[src/design/twr_pkg.sv]
// Purpose: shared constants, types and parity helpers for the telemetry word receiver
// Assumes: 10 MHz core clock, serial link at a fixed bit rate
// Notes: parity generator is a serial 7-bit polynomial divider, polynomial is a parameter
package twr_pkg;

	// ****************************************
	// timing
	// ****************************************
	localparam int CLK_HZ = 10_000_000;
	localparam int BAUD_HZ = 1200;
	// one bit time in clock cycles, rounded down
	localparam int BIT_CYC_DEF = CLK_HZ / BAUD_HZ;
	// preparatory portion: 5.5 bit times, counted in half bits
	localparam int PREP_HALVES = 11;
	localparam int TMR_W = 20;

	// ****************************************
	// word layout
	// ****************************************
	localparam int INFO_BITS = 17;
	localparam int PAR_BITS = 7;
	localparam int TAIL_BITS = 1 + INFO_BITS + PAR_BITS;
	localparam int BCNT_W = 5;
	localparam int CMD_GRP_BIT = 3;
	localparam int GROUP_LSB = 4;
	localparam int GROUP_W = 4;
	localparam int ADDR_LSB_DEF = 10;
	localparam int ADDR_W_DEF = 6;
	localparam logic [PAR_BITS-1:0] PAR_POLY_DEF = 7'h45;

	// ****************************************
	// reset values
	// ****************************************
	localparam logic LINE_IDLE = 1'b1;
	localparam logic [INFO_BITS-1:0] INFO_RST = 17'h0_0000;
	localparam logic [PAR_BITS-1:0] PAR_RST = 7'h00;
	localparam logic [GROUP_W-1:0] GROUP_RST = 4'h0;

	// ****************************************
	// types
	// ****************************************
	typedef enum logic [2:0] {RX_HUNT, RX_START, RX_INFO, RX_PARITY, RX_CHECK} twr_rx_state_t;
	typedef enum logic [1:0] {TX_IDLE, TX_PREP, TX_SEND} twr_tx_state_t;

	typedef struct packed {
		logic accept;
		logic err;
		logic drop;
		logic grp_req;
	} twr_evt_t;

	typedef struct packed {
		logic start;
		logic [INFO_BITS-1:0] info;
	} twr_tx_req_t;

	// ****************************************
	// parity helpers
	// ****************************************
	function automatic logic [PAR_BITS-1:0] twr_par_step(input logic [PAR_BITS-1:0] crc, input logic b,
		input logic [PAR_BITS-1:0] poly);
		logic fb;
		fb = b ^ crc[PAR_BITS-1];
		return {crc[PAR_BITS-2:0], 1'b0} ^ (fb ? poly : PAR_RST);
	endfunction

	function automatic logic [PAR_BITS-1:0] twr_parity(input logic [INFO_BITS-1:0] info,
		input logic [PAR_BITS-1:0] poly);
		logic [PAR_BITS-1:0] crc;
		crc = PAR_RST;
		for (int i = INFO_BITS - 1; i >= 0; i--)
		begin
			crc = twr_par_step(crc, info[i], poly);
		end
		return crc;
	endfunction

endpackage

[src/design/twr_tx.sv]
// Purpose: outgoing word assembler for the telemetry word receiver
// Assumes: request pulse comes from logic on core_clk
// Notes: requests while busy are ignored
`timescale 1ns/1ns
module twr_tx import twr_pkg::*; #(
	parameter int BIT_CYC = BIT_CYC_DEF,
	parameter logic [PAR_BITS-1:0] PAR_POLY = PAR_POLY_DEF
) (
	// clock and reset
	input wire logic core_clk,
	input wire logic rst_n,
	// request
	input wire twr_tx_req_t tx_req,
	output logic tx_busy,
	// link
	output logic tx_line
);

	// ****************************************
	// state
	// ****************************************
	twr_tx_state_t state_q;
	logic [TMR_W-1:0] tmr_q;
	logic [BCNT_W-1:0] cnt_q;
	logic [TAIL_BITS-1:0] sh_q;
	logic line_q;
	logic busy_q;

	wire half_done = tmr_q == TMR_W'(BIT_CYC / 2 - 1);
	wire bit_done = tmr_q == TMR_W'(BIT_CYC - 1);
	wire [PAR_BITS-1:0] par = twr_parity(tx_req.info, PAR_POLY);

	assign tx_busy = busy_q;
	assign tx_line = line_q;

	// ****************************************
	// prep half bits, then start, info and parity
	// ****************************************
	always_ff @(posedge core_clk)
	begin
		if (!rst_n)
		begin
			state_q <= TX_IDLE;
			tmr_q <= '0;
			cnt_q <= '0;
			sh_q <= '0;
			line_q <= LINE_IDLE;
			busy_q <= 1'b0;
		end
		else
		begin
			case (state_q)
				TX_IDLE:
				begin
					tmr_q <= '0;
					cnt_q <= '0;
					if (tx_req.start)
					begin
						sh_q <= {1'b0, tx_req.info, par};
						state_q <= TX_PREP;
						busy_q <= 1'b1;
						line_q <= LINE_IDLE;
					end
				end
				TX_PREP:
				begin
					tmr_q <= half_done ? '0 : tmr_q + 1'b1;
					if (half_done)
					begin
						cnt_q <= cnt_q + 1'b1;
						if (cnt_q == BCNT_W'(PREP_HALVES - 1))
						begin
							cnt_q <= '0;
							state_q <= TX_SEND;
							line_q <= sh_q[TAIL_BITS-1];
							sh_q <= {sh_q[TAIL_BITS-2:0], 1'b0};
						end
					end
				end
				TX_SEND:
				begin
					tmr_q <= bit_done ? '0 : tmr_q + 1'b1;
					if (bit_done)
					begin
						cnt_q <= cnt_q + 1'b1;
						line_q <= sh_q[TAIL_BITS-1];
						sh_q <= {sh_q[TAIL_BITS-2:0], 1'b0};
						if (cnt_q == BCNT_W'(TAIL_BITS - 1))
						begin
							line_q <= LINE_IDLE;
							busy_q <= 1'b0;
							state_q <= TX_IDLE;
						end
					end
				end
				default:
				begin
					state_q <= TX_IDLE;
					busy_q <= 1'b0;
					line_q <= LINE_IDLE;
				end
			endcase
		end
	end

endmodule // twr_tx

[src/design/twr_word_rx.sv]
// Purpose: telemetry word receive, check and forward, plus outgoing word assembly
// Assumes: rx line and station address arrive from pins; downstream logic on core_clk
// Notes: preparatory bits are sent and expected as marks (1)
`timescale 1ns/1ns
module twr_word_rx import twr_pkg::*; #(
	parameter int BIT_CYC = BIT_CYC_DEF,
	parameter int ADDR_LSB = ADDR_LSB_DEF,
	parameter int ADDR_W = ADDR_W_DEF,
	parameter logic [PAR_BITS-1:0] PAR_POLY = PAR_POLY_DEF
) (
	// clock and reset
	input wire logic core_clk,
	input wire logic rst_n,
	// serial link from and to the modem
	input wire logic rx_line_in,
	output logic tx_line_out,
	// station configuration strap
	input wire logic [ADDR_W-1:0] station_addr_in,
	// downstream word and events
	output logic [INFO_BITS-1:0] word_out,
	output twr_evt_t word_evt_out,
	output logic [GROUP_W-1:0] group_sel_out,
	// outgoing word request
	input wire twr_tx_req_t tx_req_in,
	output logic tx_busy_out
);

	// ****************************************
	// input synchronisers
	// ****************************************
	logic line_m_q;
	logic line_s_q;
	logic [ADDR_W-1:0] addr_m_q;
	logic [ADDR_W-1:0] addr_s_q;

	always_ff @(posedge core_clk)
	begin
		if (!rst_n)
		begin
			line_m_q <= LINE_IDLE;
			line_s_q <= LINE_IDLE;
			addr_m_q <= '0;
			addr_s_q <= '0;
		end
		else
		begin
			line_m_q <= rx_line_in;
			line_s_q <= line_m_q;
			addr_m_q <= station_addr_in;
			addr_s_q <= addr_m_q;
		end
	end

	// ****************************************
	// receive state
	// ****************************************
	twr_rx_state_t state_q;
	twr_rx_state_t state_d;
	logic [TMR_W-1:0] tmr_q;
	logic [TMR_W-1:0] tmr_d;
	logic [BCNT_W-1:0] bcnt_q;
	logic [BCNT_W-1:0] bcnt_d;
	logic [INFO_BITS-1:0] shreg_q;
	logic [INFO_BITS-1:0] shreg_d;
	logic [PAR_BITS-1:0] gen_q;
	logic [PAR_BITS-1:0] gen_d;
	logic [PAR_BITS-1:0] rxpar_q;
	logic [PAR_BITS-1:0] rxpar_d;

	// ****************************************
	// downstream holding registers
	// ****************************************
	logic [INFO_BITS-1:0] word_q;
	logic [INFO_BITS-1:0] word_d;
	twr_evt_t evt_q;
	twr_evt_t evt_d;
	logic [GROUP_W-1:0] group_q;
	logic [GROUP_W-1:0] group_d;

	// ****************************************
	// decode
	// ****************************************
	// mark span counted in whole half bits, as the sender does, so an odd
	// bit time cannot leave our own looped word a few cycles short
	// a 0 inside the mark span restarts the wait for a full span, so a
	// word with a cut preparatory portion is never heard
	wire [TMR_W-1:0] prep_cyc = TMR_W'(PREP_HALVES * (BIT_CYC / 2));
	wire [TMR_W-1:0] half_last = TMR_W'(BIT_CYC / 2 - 1);
	wire [TMR_W-1:0] bit_last = TMR_W'(BIT_CYC - 1);
	wire prep_seen = tmr_q >= prep_cyc;
	wire half_tick = tmr_q == half_last;
	wire bit_tick = tmr_q == bit_last;
	wire info_last = bcnt_q == BCNT_W'(INFO_BITS - 1);
	wire par_last = bcnt_q == BCNT_W'(PAR_BITS - 1);
	wire par_ok = gen_q == rxpar_q;
	wire [ADDR_W-1:0] rx_addr = shreg_q[ADDR_LSB +: ADDR_W];
	wire addr_match = rx_addr == addr_s_q;
	wire grp_cmd = shreg_q[CMD_GRP_BIT];
	wire [GROUP_W-1:0] rx_group = shreg_q[GROUP_LSB +: GROUP_W];
	wire [TMR_W-1:0] tmr_inc = tmr_q + 1'b1;

	// ****************************************
	// check outcome
	// ****************************************
	// address is looked at only once parity has passed
	wire chk_err = !par_ok;
	wire chk_drop = par_ok && !addr_match;
	wire chk_accept = par_ok && addr_match;
	wire chk_group = chk_accept && grp_cmd;

	// ****************************************
	// receive sequencer
	// ****************************************
	always_comb
	begin
		state_d = state_q;
		tmr_d = tmr_inc;
		bcnt_d = bcnt_q;
		shreg_d = shreg_q;
		gen_d = gen_q;
		rxpar_d = rxpar_q;
		word_d = word_q;
		group_d = group_q;
		evt_d = '0;
		case (state_q)
			RX_HUNT:
			begin
				// time spent at mark, saturating once the prep span is reached
				if (line_s_q == LINE_IDLE)
				begin
					tmr_d = prep_seen ? tmr_q : tmr_inc;
				end
				else if (prep_seen)
				begin
					tmr_d = '0;
					state_d = RX_START;
				end
				else
				begin
					tmr_d = '0;
				end
			end
			RX_START:
			begin
				// confirm the start bit at mid bit and re-centre sampling there
				if (half_tick)
				begin
					tmr_d = '0;
					bcnt_d = '0;
					gen_d = PAR_RST;
					if (line_s_q == 1'b0)
					begin
						state_d = RX_INFO;
					end
					else
					begin
						state_d = RX_HUNT;
					end
				end
			end
			RX_INFO:
			begin
				if (bit_tick)
				begin
					tmr_d = '0;
					shreg_d = {shreg_q[INFO_BITS-2:0], line_s_q};
					gen_d = twr_par_step(gen_q, line_s_q, PAR_POLY);
					bcnt_d = bcnt_q + 1'b1;
					if (info_last)
					begin
						bcnt_d = '0;
						state_d = RX_PARITY;
					end
				end
			end
			RX_PARITY:
			begin
				if (bit_tick)
				begin
					tmr_d = '0;
					rxpar_d = {rxpar_q[PAR_BITS-2:0], line_s_q};
					bcnt_d = bcnt_q + 1'b1;
					if (par_last)
					begin
						bcnt_d = '0;
						state_d = RX_CHECK;
					end
				end
			end
			RX_CHECK:
			begin
				tmr_d = '0;
				state_d = RX_HUNT;
				evt_d.err = chk_err;
				evt_d.drop = chk_drop;
				evt_d.accept = chk_accept;
				evt_d.grp_req = chk_group;
				if (chk_accept)
				begin
					word_d = shreg_q;
				end
				if (chk_group)
				begin
					group_d = rx_group;
				end
			end
			default:
			begin
				tmr_d = '0;
				state_d = RX_HUNT;
			end
		endcase
	end

	always_ff @(posedge core_clk)
	begin
		if (!rst_n)
		begin
			state_q <= RX_HUNT;
			tmr_q <= '0;
			bcnt_q <= '0;
			shreg_q <= INFO_RST;
			gen_q <= PAR_RST;
			rxpar_q <= PAR_RST;
		end
		else
		begin
			state_q <= state_d;
			tmr_q <= tmr_d;
			bcnt_q <= bcnt_d;
			shreg_q <= shreg_d;
			gen_q <= gen_d;
			rxpar_q <= rxpar_d;
		end
	end

	// holding memory for the last accepted word
	always_ff @(posedge core_clk)
	begin
		if (!rst_n)
		begin
			word_q <= INFO_RST;
		end
		else
		begin
			word_q <= word_d;
		end
	end

	// group number holding memory feeding the group selector
	always_ff @(posedge core_clk)
	begin
		if (!rst_n)
		begin
			group_q <= GROUP_RST;
		end
		else
		begin
			group_q <= group_d;
		end
	end

	// one-cycle event pulses
	always_ff @(posedge core_clk)
	begin
		if (!rst_n)
		begin
			evt_q <= '0;
		end
		else
		begin
			evt_q <= evt_d;
		end
	end

	assign word_out = word_q;
	assign word_evt_out = evt_q;
	assign group_sel_out = group_q;

	// ****************************************
	// outgoing words
	// ****************************************
	twr_tx #(
		.BIT_CYC(BIT_CYC),
		.PAR_POLY(PAR_POLY)
	) u_tx (
		.core_clk(core_clk),
		.rst_n(rst_n),
		.tx_req(tx_req_in),
		.tx_busy(tx_busy_out),
		.tx_line(tx_line_out)
	);

endmodule // twr_word_rx

[config.mk]
export PLATFORM = sky130hd
export DESIGN_NAME = twr_word_rx
export DESIGN_NICKNAME = d
export VERILOG_FILES = /design/src/design/twr_pkg.sv /design/src/design/twr_tx.sv /design/src/design/twr_word_rx.sv
export SDC_FILE = /design/constraint.sdc
export NUM_CORES = 1
export LEC_CHECK = 0
export BUFFER_PORTS_ARGS = -buffer_cell sky130_fd_sc_hd__buf_2
export CAP_MARGIN = 20
export CORE_MARGIN = 5
export CORE_UTILIZATION = 40
export CTS_CLUSTER_DIAMETER = 100
export DETAILED_ROUTE_END_ITERATION = 7
export PLACE_DENSITY_LB_ADDON = 0.12
export SYNTH_ARGS = -nofsm -noshare
export SYNTH_HDL_FRONTEND = slang
export SYNTH_SLANG_ARGS = --single-unit
[constraint.sdc]
create_clock -name core_clk -period 6.4 [get_ports core_clk]
set_input_delay 0.64 -clock core_clk [delete_from_list [all_inputs] [get_ports core_clk]]
set_output_delay 0.64 -clock core_clk [all_outputs]
set_load 0.02 [all_outputs]
# Yosys cells after proc, flatten, opt, wreduce, memory -nomap -nowiden
# Cells that the tools add are included.
totals:
  register_bits: 152
  latchBits: 0
  mem_bits_rw: 0
  mem_bits_ro: 0
  output_inout_bits: 27
  elab_cells: 183
  mem_count: 0
op_classes:
  addsub: 4
  n_mul: 0
  div_mod_pow: 0
  magnitude_cmp: 1
  eq_ne: 29
  n_shift: 0
  muxes: 68
  bitwise_logic: 35
  reduce_logical: 24
ops:
  columns: ["operator", "count"]
  rows:
  - ["two-way mux 7 bit", 20]
  - ["two-way mux 20 bit", 6]
  - ["one-hot mux 20 bit (3 select lines)", 2]
  - ["XOR 7 bit", 17]
  - ["two-way mux 25 bit", 4]
  - ["one-hot mux 25 bit (3 select lines)", 1]
  - ["adder 20 x 1 -> 20 bit (second input constant)", 2]
  - ["== test 20 x 13 -> 1 bit (second input constant)", 2]
  - ["== test 20 x 14 -> 1 bit (second input constant)", 2]
  - ["two-way mux 5 bit", 8]
  - ["one-hot mux 5 bit (3 select lines)", 2]
  - ["two-way mux 3 bit", 7]
  - ["greater-or-equal comparator 20 x 16 -> 1 bit (second input constant)", 1]
  - ["XOR 1 bit", 17]
  - ["!= test 2 bit (second input constant)", 8]
  - ["one-hot mux 7 bit (2 select lines)", 1]
  - ["two-way mux 2 bit", 6]
  - ["one-hot mux 3 bit (4 select lines)", 1]
  - ["AND reduction 4 bit", 3]
  - ["adder 5 x 1 -> 5 bit (second input constant)", 2]
  - ["== test 5 bit (second input constant)", 2]
  - ["AND reduction 2 bit", 5]
  - ["AND reduction 5 bit", 2]
  - ["!= test 2 x 1 -> 1 bit (second input constant)", 4]
  - ["other kinds (23)", 36]

# Longest topological paths before layout
# Gate-level depths: netlist of run 1.
depth:
  depth_word: 51
  depth_mapped: 11
  mapped_depth_nobuf: 9

# By module
# Synthesis of run 1 repeated with hierarchy kept, for this count alone.
unflattened:
  cells_unflattened: 876
  area_unflattened_um2: 7662.3
modules_own_cells:
  columns: ["mod", "n_inst", "cells_each", "area_per_inst_um2", "seq_area_each_um2"]
  rows:
  - ["twr_word_rx", 1, 506, 4390.5, 1961.9]
  - ["twr_tx", 1, 370, 3271.9, 1081.0]

# Worst setup path after synthesis of run 1
# Ideal clock, no wire load.
synth_path:
  kind: "reg2reg"
  startpoint: "reg tmr_q[4]"
  endpoint: "reg tmr_q[19]"
  setup_ns: 0.070
  arrival_time_ns: 2.582
  required_ns: 6.330
  slack_ns: 3.747
  path_stages_with_launch: 8
  n_path_buf: 0
  cell_sequence: "dfxtp_1 > or4_4 > or4_1 > a41o_1 > a21oi_4 > o211ai_4 > or4_1 > a21oi_1"
synth_via:
  elab_chain_cells: 4
  word_cells_on_any_way: 10
  classes_between: "add/sub (1); order compare (1); eq/ne (3); mux (5)"
synth_rtl:
  columns: ["element", "line", "text"]
  rows:
  - ["start, declared", "twr_word_rx.sv:59", "logic [TMR_W-1:0] tmr_q;"]
  - ["start signal, assigned", "twr_word_rx.sv:229", "tmr_q <= tmr_d;"]
  - ["adder 20 x 1 -> 20 bit", "twr_word_rx.sv:100", "wire [TMR_W-1:0] tmr_inc = tmr_q + 1'b1;"]
  - ["two-way mux 20 bit", "twr_word_rx.sv:131", "tmr_d = prep_seen ? tmr_q : tmr_inc;"]
  - ["two-way mux 20 bit", "twr_word_rx.sv:129", "if (line_s_q == LINE_IDLE)"]
  - ["one-hot mux 20 bit (3 select lines)", "twr_word_rx.sv:125", "case (state_q)"]
# Several ways; a longest one is shown, not always the timed one. The select of a mux whose other input is x is not followed.
# A chain may end at the register's enable or synchronous reset.

# Worst setup path after layout of run 1
layout_path:
  startpoint: "reg u_tx.tmr_q[4]"
  endpoint: "reg u_tx.cnt_q[2]"
layout_via:
  elab_chain_cells: 3
  word_cells_on_any_way: 5
  classes_between: "eq/ne (4); reduce/logical (1)"
layout_rtl:
  columns: ["element", "line", "text"]
  rows:
  - ["start, declared", "twr_tx.sv:23", "logic [TMR_W-1:0] tmr_q;"]
  - ["start signal, assigned", "twr_tx.sv:67", "tmr_q <= half_done ? '0 : tmr_q + 1'b1;"]
  - ["start signal, assigned", "twr_tx.sv:82", "tmr_q <= bit_done ? '0 : tmr_q + 1'b1;"]
  - ["== test 20 x 13 -> 1 bit or == test 20 x 14 -> 1 bit (tied branches)", "twr_tx.sv:29, twr_tx.sv:30", null]
  - ["!= test 2 x 1 -> 1 bit (no line)", null, null]
  - ["AND reduction 3 bit (no line) *", null, null]
  - ["end signal, assigned", "twr_tx.sv:70", "cnt_q <= cnt_q + 1'b1;"]
  - ["end signal, assigned", "twr_tx.sv:85", "cnt_q <= cnt_q + 1'b1;"]
  - ["end, declared", "twr_tx.sv:24", "logic [BCNT_W-1:0] cnt_q;"]
# Mark *: on every way between the ends. The rest lies on a longest branch, timed or not.

==> results of run 1 <==
-- per-stage QoR --
step	hold WS, ns	area (µm²)	total power [µW]	worst slack (ns)
after CTS	0.3983	8322	2839	3.388
after detailed placement	0.3973	7739	1839	3.400
after global routing	0.3994	8361	2966	2.959
after floorplan	0.3863	7322	1686	3.747
final	0.4110	8361	2799	3.396
after global placement	0.4027	7739	1811	3.526
-- path summary, 6_finish.rpt --
check	start	to	slack, ns	cells after the start
worst min-delay path	line_m_q$_SDFF_PN1_	line_s_q$_SDFF_PN1_	0.41	1
worst max register to register	u_tx.tmr_q[4]$_SDFFE_PN0N_	u_tx.cnt_q[2]$_SDFFE_PN0P_	3.40	7
worst max-delay path	u_tx.tmr_q[4]$_SDFFE_PN0N_	u_tx.cnt_q[2]$_SDFFE_PN0P_	3.40	7
worst min register to register	line_m_q$_SDFF_PN1_	line_s_q$_SDFF_PN1_	0.41	1
-- state kept, by name, summed over array words and instances, names as in the netlist, 2 cells and up --
| register | count |
|---|---|
| u_tx.sh_q | 25 |
| tmr_q | 20 |
| u_tx.tmr_q | 20 |
| shreg_q | 17 |
| word_out | 17 |
| gen_q | 7 |
| rxpar_q | 7 |
| addr_m_q | 6 |
| addr_s_q | 6 |
| bcnt_q | 5 |
| u_tx.cnt_q | 5 |
| group_sel_out | 4 |
| word_evt_out | 4 |
| state_q | 3 |
| u_tx.state_q | 2 |
-- worst register-to-register path, delay by kind of cell (launching register included) --
kind / cells / cell delay [ns]
AOI/OAI and AO/OA: 2 / 0.75
and+or+nand+nor: 5 / 1.83
DFF: 1 / 0.36
-- cell usage after synthesis (7+ instances only) --
cell and instances:
sky130_fd_sc_hd__clkbuf_1 38, sky130_fd_sc_hd__dfxtp_1 152, sky130_fd_sc_hd__nand2b_1 7, sky130_fd_sc_hd__nor2b_1 9, sky130_fd_sc_hd__o21ai_0 34, sky130_fd_sc_hd__xnor2_1 35
sky130_fd_sc_hd__ha_1 17, sky130_fd_sc_hd__nand2_1 80, sky130_fd_sc_hd__nand3_1 33, sky130_fd_sc_hd__nor3_1 16, sky130_fd_sc_hd__a21oi_1 71, sky130_fd_sc_hd__nand3b_1 7
sky130_fd_sc_hd__xor2_1 21, sky130_fd_sc_hd__a211oi_1 21, sky130_fd_sc_hd__and2_1 15, sky130_fd_sc_hd__o21a_1 8, sky130_fd_sc_hd__or3_1 17, sky130_fd_sc_hd__nor2_1 102
sky130_fd_sc_hd__nand4_1 9, sky130_fd_sc_hd__inv_1 21, sky130_fd_sc_hd__mux2i_1 49
-- final cells by class --
type	count	area, µm²	share of cell area, %
multi-input combinational	635	4028	48.17
sequential	152	3043	36.40
clock buffer	17	425.4	5.088
timing repair buffer	60	341.6	4.086
tap	229	286.5	3.427
clock inverter	15	157.7	1.886
inverter	21	78.83	0.9428
-- layout by cell type (no fill, tap or decap), types with 6 or more instances in the layout --
cell,count
sky130_fd_sc_hd__o21a_1,8
sky130_fd_sc_hd__nand3b_1,7
sky130_fd_sc_hd__nor2b_1,9
sky130_fd_sc_hd__o21ai_0,34
sky130_fd_sc_hd__nand4_1,9
sky130_fd_sc_hd__or4_1,6
sky130_fd_sc_hd__inv_1,20
sky130_fd_sc_hd__nand3_1,33
sky130_fd_sc_hd__dfxtp_1,152
sky130_fd_sc_hd__buf_2,53
sky130_fd_sc_hd__clkbuf_16,17
sky130_fd_sc_hd__xor2_1,21
sky130_fd_sc_hd__a211oi_1,21
sky130_fd_sc_hd__xnor2_1,35
sky130_fd_sc_hd__nand4b_1,6
sky130_fd_sc_hd__inv_6,8
sky130_fd_sc_hd__ha_1,17
sky130_fd_sc_hd__and2_1,15
sky130_fd_sc_hd__nor3_1,16
sky130_fd_sc_hd__nor2_1,101
sky130_fd_sc_hd__nand2_1,80
sky130_fd_sc_hd__a21oi_1,71
sky130_fd_sc_hd__nand2b_1,7
sky130_fd_sc_hd__mux2i_1,49
sky130_fd_sc_hd__or3_1,17
-- report_power, final --
| group | switching, µW | internal (µW) | total [µW] | leakage (µW) |
|---|---|---|---|---|
| clock | 433 | 552 | 984 | 0.000285 |
| sequential | 40.6 | 1020 | 1060 | 0.00123 |
| combinational | 452 | 304 | 756 | 0.00176 |
-- routing by layer --
layer / GRT usage, % / vias to the layer above / share of wire (%)
met3: 4.334 / 13 / 2.9
li1: - / 3045 / -
met5: 0 / - / 0
met4: 3.965 / 0 / 1.1
met2: 26.36 / 82 / 49
met1: 18.31 / 2789 / 47
-- cells by family (layout without fill, tap and decap cells) --
kind of cell / Yosys count / in the layout
simple gates: 337 / 337
compound gates: 172 / 172
xor+xnor: 59 / 59
buf+inv: 65 / 113
mux: 50 / 50
flops: 152 / 152
fa+ha+maj: 17 / 17
==> metrics.sh, run 1 <==
SYNTH_TOP_AREA_SHARE_PCT=41.56
WL_MM=15.79
POST_SYNTH_AND_OR_NAND_NOR_AREA_FRACTION_PCT=22.71
SETUP_VIOLATIONS=0
SETUP_REPAIR_AFTER_GLOBAL_ROUTING_MISSED_ITS_MARGIN='false'
COMPOUND_CELL_AREA_SHARE_OF_THE_YOSYS_NETLIST_PCT=14.88
SYNTH_FLOP_CELL='sky130_fd_sc_hd__dfxtp_1'
CRITPATHTOPFAMILY='simple AND/OR/NAND/NOR gates'
DRT_PASS1_ITERATIONS=5
DIE_W_UM=145.3
TIMING.CRITICAL_PATH.SLOWEST_STAGE_CELL='sky130_fd_sc_hd__o41ai_2'
GRT_FIRST_PASS_WIRELENGTH_MM=27.66
FIRST_GLOBAL_VIAS=5917
GRT_START_MAX_NET_PINS=104
TNS_NS=0
POST_SYNTH.CELL_AREA_AVG_UM2=8.594
ROUTE.DETAILED.DRC=0
SYN-NUM-NETS=896
GR-USAGE-ALL-LAYERS_PCT=15.12
LAYOUT.CELLS.NON_FILLER=1129
SYNTH_ADDER_AREA_SHARE_PCT=2.905
NUMBER_OF_WARNINGS_REPORTED_IN_THE_YOSYS_SYNTHESIS_LOG=0
CRITICAL_PATH_ARRIVAL_NS=3.35
POST-ROUTE-UTIL_PCT=46.54
POSTSYNTHCELLCOUNT=852
EDFF_COUNT_SYNTH=0
POSTCTSSETUPBUFFERS=0
DP_CELLS=1095
SYNTH_AREA_LEADER_CELL='sky130_fd_sc_hd__dfxtp_1'
MAX-VDD-IR-DROP_V=0.0002499
FINAL_NETS=931
SYNTH_TOP_CELLS_BY_AREA='sky130_fd_sc_hd__dfxtp_1 42%, sky130_fd_sc_hd__mux2i_1 6.7%, sky130_fd_sc_hd__nor2_1 5.2%, sky130_fd_sc_hd__a21oi_1 4.9%, sky130_fd_sc_hd__xnor2_1 4.2%'
FINAL_PERIOD_MINUS_WORST_SETUP_SLACK_NS=3.004
STATIC-LEAKAGE-POWER_uW=0.003274
TIMING.CRITICAL_PATH.CELLS='nor4b_1 > nand4_1 > o41ai_2 > nand3b_1 > or2_1 > or3b_2 > a21oi_1'
END_KIND='register'
CTS_ROOT_BUFFER='sky130_fd_sc_hd__clkbuf_16'
TIGHTESTPINTRANSITION_NS=0.9272
POST_CTS.RESIZED_INSTANCES=0
CLOCK_TREE.BUFFER_DEPTH=2
ROUTED_WIRE_LENGTH_PER_INSTANCE_UM=13.99
DRV_CAP=0
P_PER_AREA_nW_PER_UM2=334.8
GLOBALROUTE.TOTALOVERFLOW=0
VIAS=5929
IO_PINS=54
CRIT_PATH_REQUIRED_TIME_NS=6.74
FINAL_ANTENNA_NET_COUNT=0
FILLCELLCOUNT=1721
HOLD_PATH_CLASS='register to register'
DIE-HEIGHT_UM=145.3
COMBINED_AREA_OF_ALL_SYNTHESIZED_CELLS_UM2=7322
WORST_SLEW_MARGIN_REL_PCT=38.18
CLK_TRANSITION_REPORTED_PATHS_NS=0.07
PORT_BUFFERS=53
ASYNC_RESET_FF_SHARE_PCT=0
ANTENNA_CELLS=0
INITIAL_ANTENNA_VIOLATION_COUNT=0
STATUS='finished, final reports clean'
STD_CELL_ROWS=49
CLOCK_TREE_FROM_TRITONCTS='yes'
CTS_NUM_SINKS=152
SLEW_VIOLATIONS=0
HOLD_VIOL_FINAL=0
GPL.FINAL_WEIGHTED_CONGESTION=0.7965
SYNTH.FF_LATCH_COUNT=152
PLACE_HPWL_MM=10.75
PERIOD_SHARE_PCT=46.94
CTS_BUFFERS=17
POST_SYNTH_CELL_TYPES=60
CTS_HOLD_BUFFERS=0
ACHIEVABLE-FREQUENCY_MHz=332.9
DIE_AREA_UM2=21110
FINCLKSKEW_NS=0.01008
WORST-PATH-BUF-INV=0
MAX_STAGE_DELAY_NS=0.60
DETAILEDROUTE.FIRSTITERATIONVIOLATIONS=334
CORE_AR_UM2=17960
SYNTH_SEQUENTIAL_AREA_RATIO_PCT=41.56
SYNTH_TOP_FAMILY_BY_AREA='simple AND/OR/NAND/NOR gates'
YOSYS-MUX-AREA-FRACTION_PCT=6.852
STARTPOINT_TYPE='register'
FINAL_LAYOUT_SIZE_SUFFIX_GT1_SHARE_PCT=12.33
CTS-HTREE-LEVELS=4
AVGVIACOUNTPERCELL=5.252
CRITICAL_PATH_TYPE='register to register'
INSERTION_DELAY_NS=0.42
SYNTH-XOR-AREA-SHARE_PCT=7.621
AREA_GROWTH_PCT=14.18
START_UTIL_PCT=40.76
HIGHEST_NET_FANOUT_ALONG_THE_WORST_PATH=8
No activity file was read; power rests on OpenSTA's default activity.
==> run 2: changes to the inputs <==
--- a/config.mk
+++ b/config.mk
@@ -5,6 +5,7 @@
 export SDC_FILE = /design/constraint.sdc
 export NUM_CORES = 1
 export LEC_CHECK = 0
+export ABC_AREA = 1
 export BUFFER_PORTS_ARGS = -buffer_cell sky130_fd_sc_hd__buf_2
 export CAP_MARGIN = 20
 export CORE_MARGIN = 5
==> constraint.sdc (replaced) <==
create_clock -name core_clk -period 3 [get_ports core_clk]
set_input_delay 0.3 -clock core_clk [delete_from_list [all_inputs] [get_ports core_clk]]
set_output_delay 0.3 -clock core_clk [all_outputs]
set_load 0.02 [all_outputs]
==> metrics.sh, run 2 <==
REG2REGPATHDEPTH=13  # +6
POSTCTSSETUPBUFFERS=0  # unchanged
FIRST_GLOBAL_VIAS=5933  # +0.27%
CLOCK_TREE.BUFFER_DEPTH=2  # unchanged
CORE_AR_UM2=18090  # +0.68%
WORST_SLEW_MARGIN_REL_PCT=51.47  # +13 points
VIAS=6527  # +10%
GRT_START_MAX_NET_PINS=83  # -20%
AVGVIACOUNTPERCELL=4.889  # -6.9%
SYNTH_AREA_LEADER_CELL='sky130_fd_sc_hd__dfxtp_1'
FLOP2FLOP_SETUP_SLACK_NS=0.39  # -3.01 ns
PERIOD_SHARE_PCT=87.08  # +40 points
END_KIND='register'
SWITCHING_SHARE_PCT=36.24  # +3.2 points
WORSTREG2REGSTART='tmr_q[0]$_SDFFE_PN0P_'
SYNTH_TOP_CELLS_BY_AREA='sky130_fd_sc_hd__dfxtp_1 41%, sky130_fd_sc_hd__nand2_1 9.0%, sky130_fd_sc_hd__inv_1 7.3%, sky130_fd_sc_hd__a21oi_1 7.1%, sky130_fd_sc_hd__o21ai_0 6.9%'
GLOBALROUTE.TOTALOVERFLOW=0  # unchanged
HOLD_PATH_CLASS='primary input to register'
CLOCK_TREE_FROM_TRITONCTS='yes'
SYNTH.FF_LATCH_COUNT=152  # unchanged
TOTAL_SWITCHING_POWER_uW=2242  # +140%
POST_SYNTH_CELL_TYPES=44  # -27%
ROUTE.DETAILED.DRC=0  # unchanged
SYNTH_SEQUENTIAL_AREA_RATIO_PCT=41.19  # -0.37 points
EDFF_COUNT_SYNTH=0  # unchanged
LARGEST_REGISTER_FF_COUNT=25  # unchanged
MAX-VDD-IR-DROP_V=0.0004191  # +68%
MAX_FLOP_REGISTER='u_tx.sh_q'
SYNTH_FLOP_CELL='sky130_fd_sc_hd__dfxtp_1'
PWR-SHARE-SEQ_PCT=37.7  # about the same
POWER_TOTAL_uW=6188  # +120%
ANTENNA_CELLS=0  # unchanged
ACHIEVABLE-FREQUENCY_MHz=382.8  # +15%
LAYOUT_COMMON_CELLS='177 x sky130_fd_sc_hd__nand2_1, 152 x sky130_fd_sc_hd__dfxtp_1, 143 x sky130_fd_sc_hd__inv_1'
REG.LARGEST.LIST='u_tx.sh_q: 25 flops, tmr_q: 20 flops, u_tx.tmr_q: 20 flops'
SETUP_REPAIR_AFTER_GLOBAL_ROUTING_MISSED_ITS_MARGIN='false'
GPL.FINAL_WEIGHTED_CONGESTION=0.8329  # +4.6%
R2R-END='tmr_q[18]$_SDFFE_PN0P_'
WORSTHOLDSTART='station_addr_in[0]'
AREA_GROWTH_PCT=15.07
HIGHEST_NET_FANOUT_ALONG_THE_WORST_PATH=8  # unchanged
FINAL_NETS=1137  # +22%
CTS_ROOT_BUFFER='sky130_fd_sc_hd__clkbuf_16'
MIN_DELAY_PATH_DEPTH=3  # +2
INITIAL_ANTENNA_VIOLATION_COUNT=0  # unchanged
TIGHTESTPINTRANSITION_NS=0.7279  # -0.1993 ns
DRT_PASS1_ITERATIONS=5  # unchanged
FILLCELLCOUNT=1830  # +6.3%
FINAL_ANTENNA_NET_COUNT=0  # unchanged
DIE_W_UM=145.9  # +0.42%
FINAL_COMMON_CELL='sky130_fd_sc_hd__nand2_1'
TNS_NS=0  # unchanged
STD_CELL_ROWS=49  # unchanged
SETUP_VIOLATIONS=0  # unchanged
P_INT_uW=3945  # +110%
DIE_AREA_UM2=21290  # +0.84%
IO_PINS=54  # unchanged
NUMBER_OF_WARNINGS_REPORTED_IN_THE_YOSYS_SYNTHESIS_LOG=0  # unchanged
STATIC-LEAKAGE-POWER_uW=0.003631  # +11%
DIE-HEIGHT_UM=145.9  # +0.42%
START_UTIL_PCT=40.85  # +0.090 points
CRITICAL_PATH_ARRIVAL_NS=2.94  # -0.41 ns
SLEW_VIOLATIONS=0  # unchanged
PLACE_HPWL_MM=11.58  # +7.7%
FINCLKSKEW_NS=0.01058  # +0.0005062 ns
HOLD_VIOL_FINAL=0  # unchanged
ASYNC_RESET_FF_SHARE_PCT=0  # unchanged
YS_TOP_CELLS_BY_COUNT='177 x sky130_fd_sc_hd__nand2_1, 152 x sky130_fd_sc_hd__dfxtp_1, 143 x sky130_fd_sc_hd__inv_1'
GRT_FIRST_PASS_WIRELENGTH_MM=27.84  # +0.65%
FINAL_LAYOUT_SIZE_SUFFIX_GT1_SHARE_PCT=12.03  # -0.31 points
STARTPOINT_TYPE='register'
COMBINED_AREA_OF_ALL_SYNTHESIZED_CELLS_UM2=7388  # +0.91%
CRIT_PATH_REQUIRED_TIME_NS=3.33  # -3.41 ns
SYNTH_TOP_AREA_SHARE_PCT=41.19  # -0.37 points
INSERTION_DELAY_NS=0.42  # about the same
GR-USAGE-ALL-LAYERS_PCT=15.43  # +0.31 points
PORT_BUFFERS=53  # unchanged
CRITICAL_PATH_TYPE='register to register'
ROUTED_WIRE_LENGTH_PER_INSTANCE_UM=12.15  # -13%
YOSYS.CELL_COUNT.TOP_TYPE='sky130_fd_sc_hd__nand2_1'
MIN_DELAY_WORST_ENDPOINT='addr_m_q[0]$_SDFF_PN0_'
FINAL_PERIOD_MINUS_WORST_SETUP_SLACK_NS=2.612  # -0.3920 ns
P_COMB_SHARE_PCT=29.3  # +2.3 points
CTS_BUFFERS=17  # unchanged
CTS-HTREE-LEVELS=4  # unchanged
P_PER_AREA_nW_PER_UM2=727.8  # +120%
POSTSYNTHCELLCOUNT=1041  # +22%
CLK_TRANSITION_REPORTED_PATHS_NS=0.07  # about the same
POST_SYNTH.CELL_AREA_AVG_UM2=7.097  # -17%
DETAILEDROUTE.FIRSTITERATIONVIOLATIONS=338  # +1.2%
STATUS='finished, final reports clean'
CTS_NUM_SINKS=152  # unchanged
WL_MM=16.21  # +2.7%
CLOCK_POWER_SHARE_PCT=33.0  # -2.2 points
SYN-NUM-NETS=1085  # +21%
DRV_CAP=0  # unchanged
run 2: cell types whose count changed after synthesis, sizes merged, moves of 8 or more:
cell   change
a21oi     +34
and2      -15
xnor2     -26
or4        -8
nor3      +17
nand2    +111
nor2b      -9
or3       -19
inv      +126
nand3     +37
nor2      -18
mux2i     -49
o21ai     +69
run 2: final cells by class:
class / instances / area, µm² / area share (%)
well taps: 229 / 286.5 / 3.370
clock buffers: 18 / 429.2 / 5.048
clock inverters: 14 / 130.1 / 1.531
repair buffers: 67 / 382.9 / 4.503
flip-flops and latches: 152 / 3043 / 35.79
multi-input cells: 705 / 3667 / 43.13
inverters: 150 / 563.0 / 6.623
run 2: cell families after synthesis:
family,count (synthesis),share of synthesized area (%)
fa+ha+maj,17,2.879
buf+inv,184,9.382
compound gates,245,17.82
xor+xnor,28,3.319
simple gates,415,25.42
flops,152,41.19
run 2: power groups by stage:
stage               Combinational, µW  Sequential (µW)  Clock [µW]
global route                     2120             2360        2180
floorplan                        1390             2370           0
global placement                 1830             2380           0
detailed placement               1830             2380           0
CTS                              1830             2340        2090
finish                           1810             2340        2040
run 2: per-layer routing:
metal | global-route usage, % | up-vias | part of all wire (%)
li1 | - | 3540 | -
met2 | 25.28 | 54 | 46
met1 | 20.75 | 2922 | 51
met5 | 0 | - | 0
met4 | 3.276 | 0 | 0.85
met3 | 3.768 | 11 | 2.2
run 2: worst max-delay path by stage:
stage / cells past startpoint / endpoint / startpoint
CTS: 13 / tmr_q[18]$_SDFFE_PN0P_ / tmr_q[0]$_SDFFE_PN0P_
floorplan: 14 / tmr_q[19]$_SDFFE_PN0P_ / tmr_q[0]$_SDFFE_PN0P_
detailed placement: 13 / tmr_q[18]$_SDFFE_PN0P_ / tmr_q[0]$_SDFFE_PN0P_
finish: 13 / tmr_q[18]$_SDFFE_PN0P_ / tmr_q[0]$_SDFFE_PN0P_
global placement: 13 / tmr_q[18]$_SDFFE_PN0P_ / tmr_q[0]$_SDFFE_PN0P_
global route: 14 / bcnt_q[4]$_SDFFE_PN0P_ / tmr_q[10]$_SDFFE_PN0P_
run 2: what timing repair did:
item | in CTS | in global routing
hold buffers | 0 | 0
resized for setup | 0 | 3
setup endpoints to repair | 0 | 2
run 2: worst max-delay path: stages (launching register included):
cell	delay, ns
sky130_fd_sc_hd__dfxtp_1	0.41
sky130_fd_sc_hd__inv_1	0.10
sky130_fd_sc_hd__ha_1	0.20
sky130_fd_sc_hd__nor4_1	0.17
sky130_fd_sc_hd__nand2_1	0.08
sky130_fd_sc_hd__o21ai_0	0.14
sky130_fd_sc_hd__nand3_1	0.11
sky130_fd_sc_hd__nand2_1	0.18
sky130_fd_sc_hd__inv_1	0.16
sky130_fd_sc_hd__nor2_1	0.19
sky130_fd_sc_hd__inv_1	0.14
sky130_fd_sc_hd__nor3_2	0.23
sky130_fd_sc_hd__a41oi_1	0.15
sky130_fd_sc_hd__a311oi_1	0.23
run 2: metrics by stage:
step / std cells / hold slack [ns] / util [%] / instance area (µm²) / setup WS [ns]
after floorplan: 1041 / 0.3905 / - / 7388 / 0.7108
after global placement: 1303 / 0.3932 / 43.83 / 7928 / 0.3471
after global routing: 1335 / 0.05029 / 47.01 / 8502 / 0.01208
after detailed placement: 1303 / 0.3972 / 43.83 / 7928 / 0.3403
final: 1335 / 0.05507 / 47.01 / 8502 / 0.3877
after CTS: 1335 / 0.03266 / 46.92 / 8487 / 0.2977
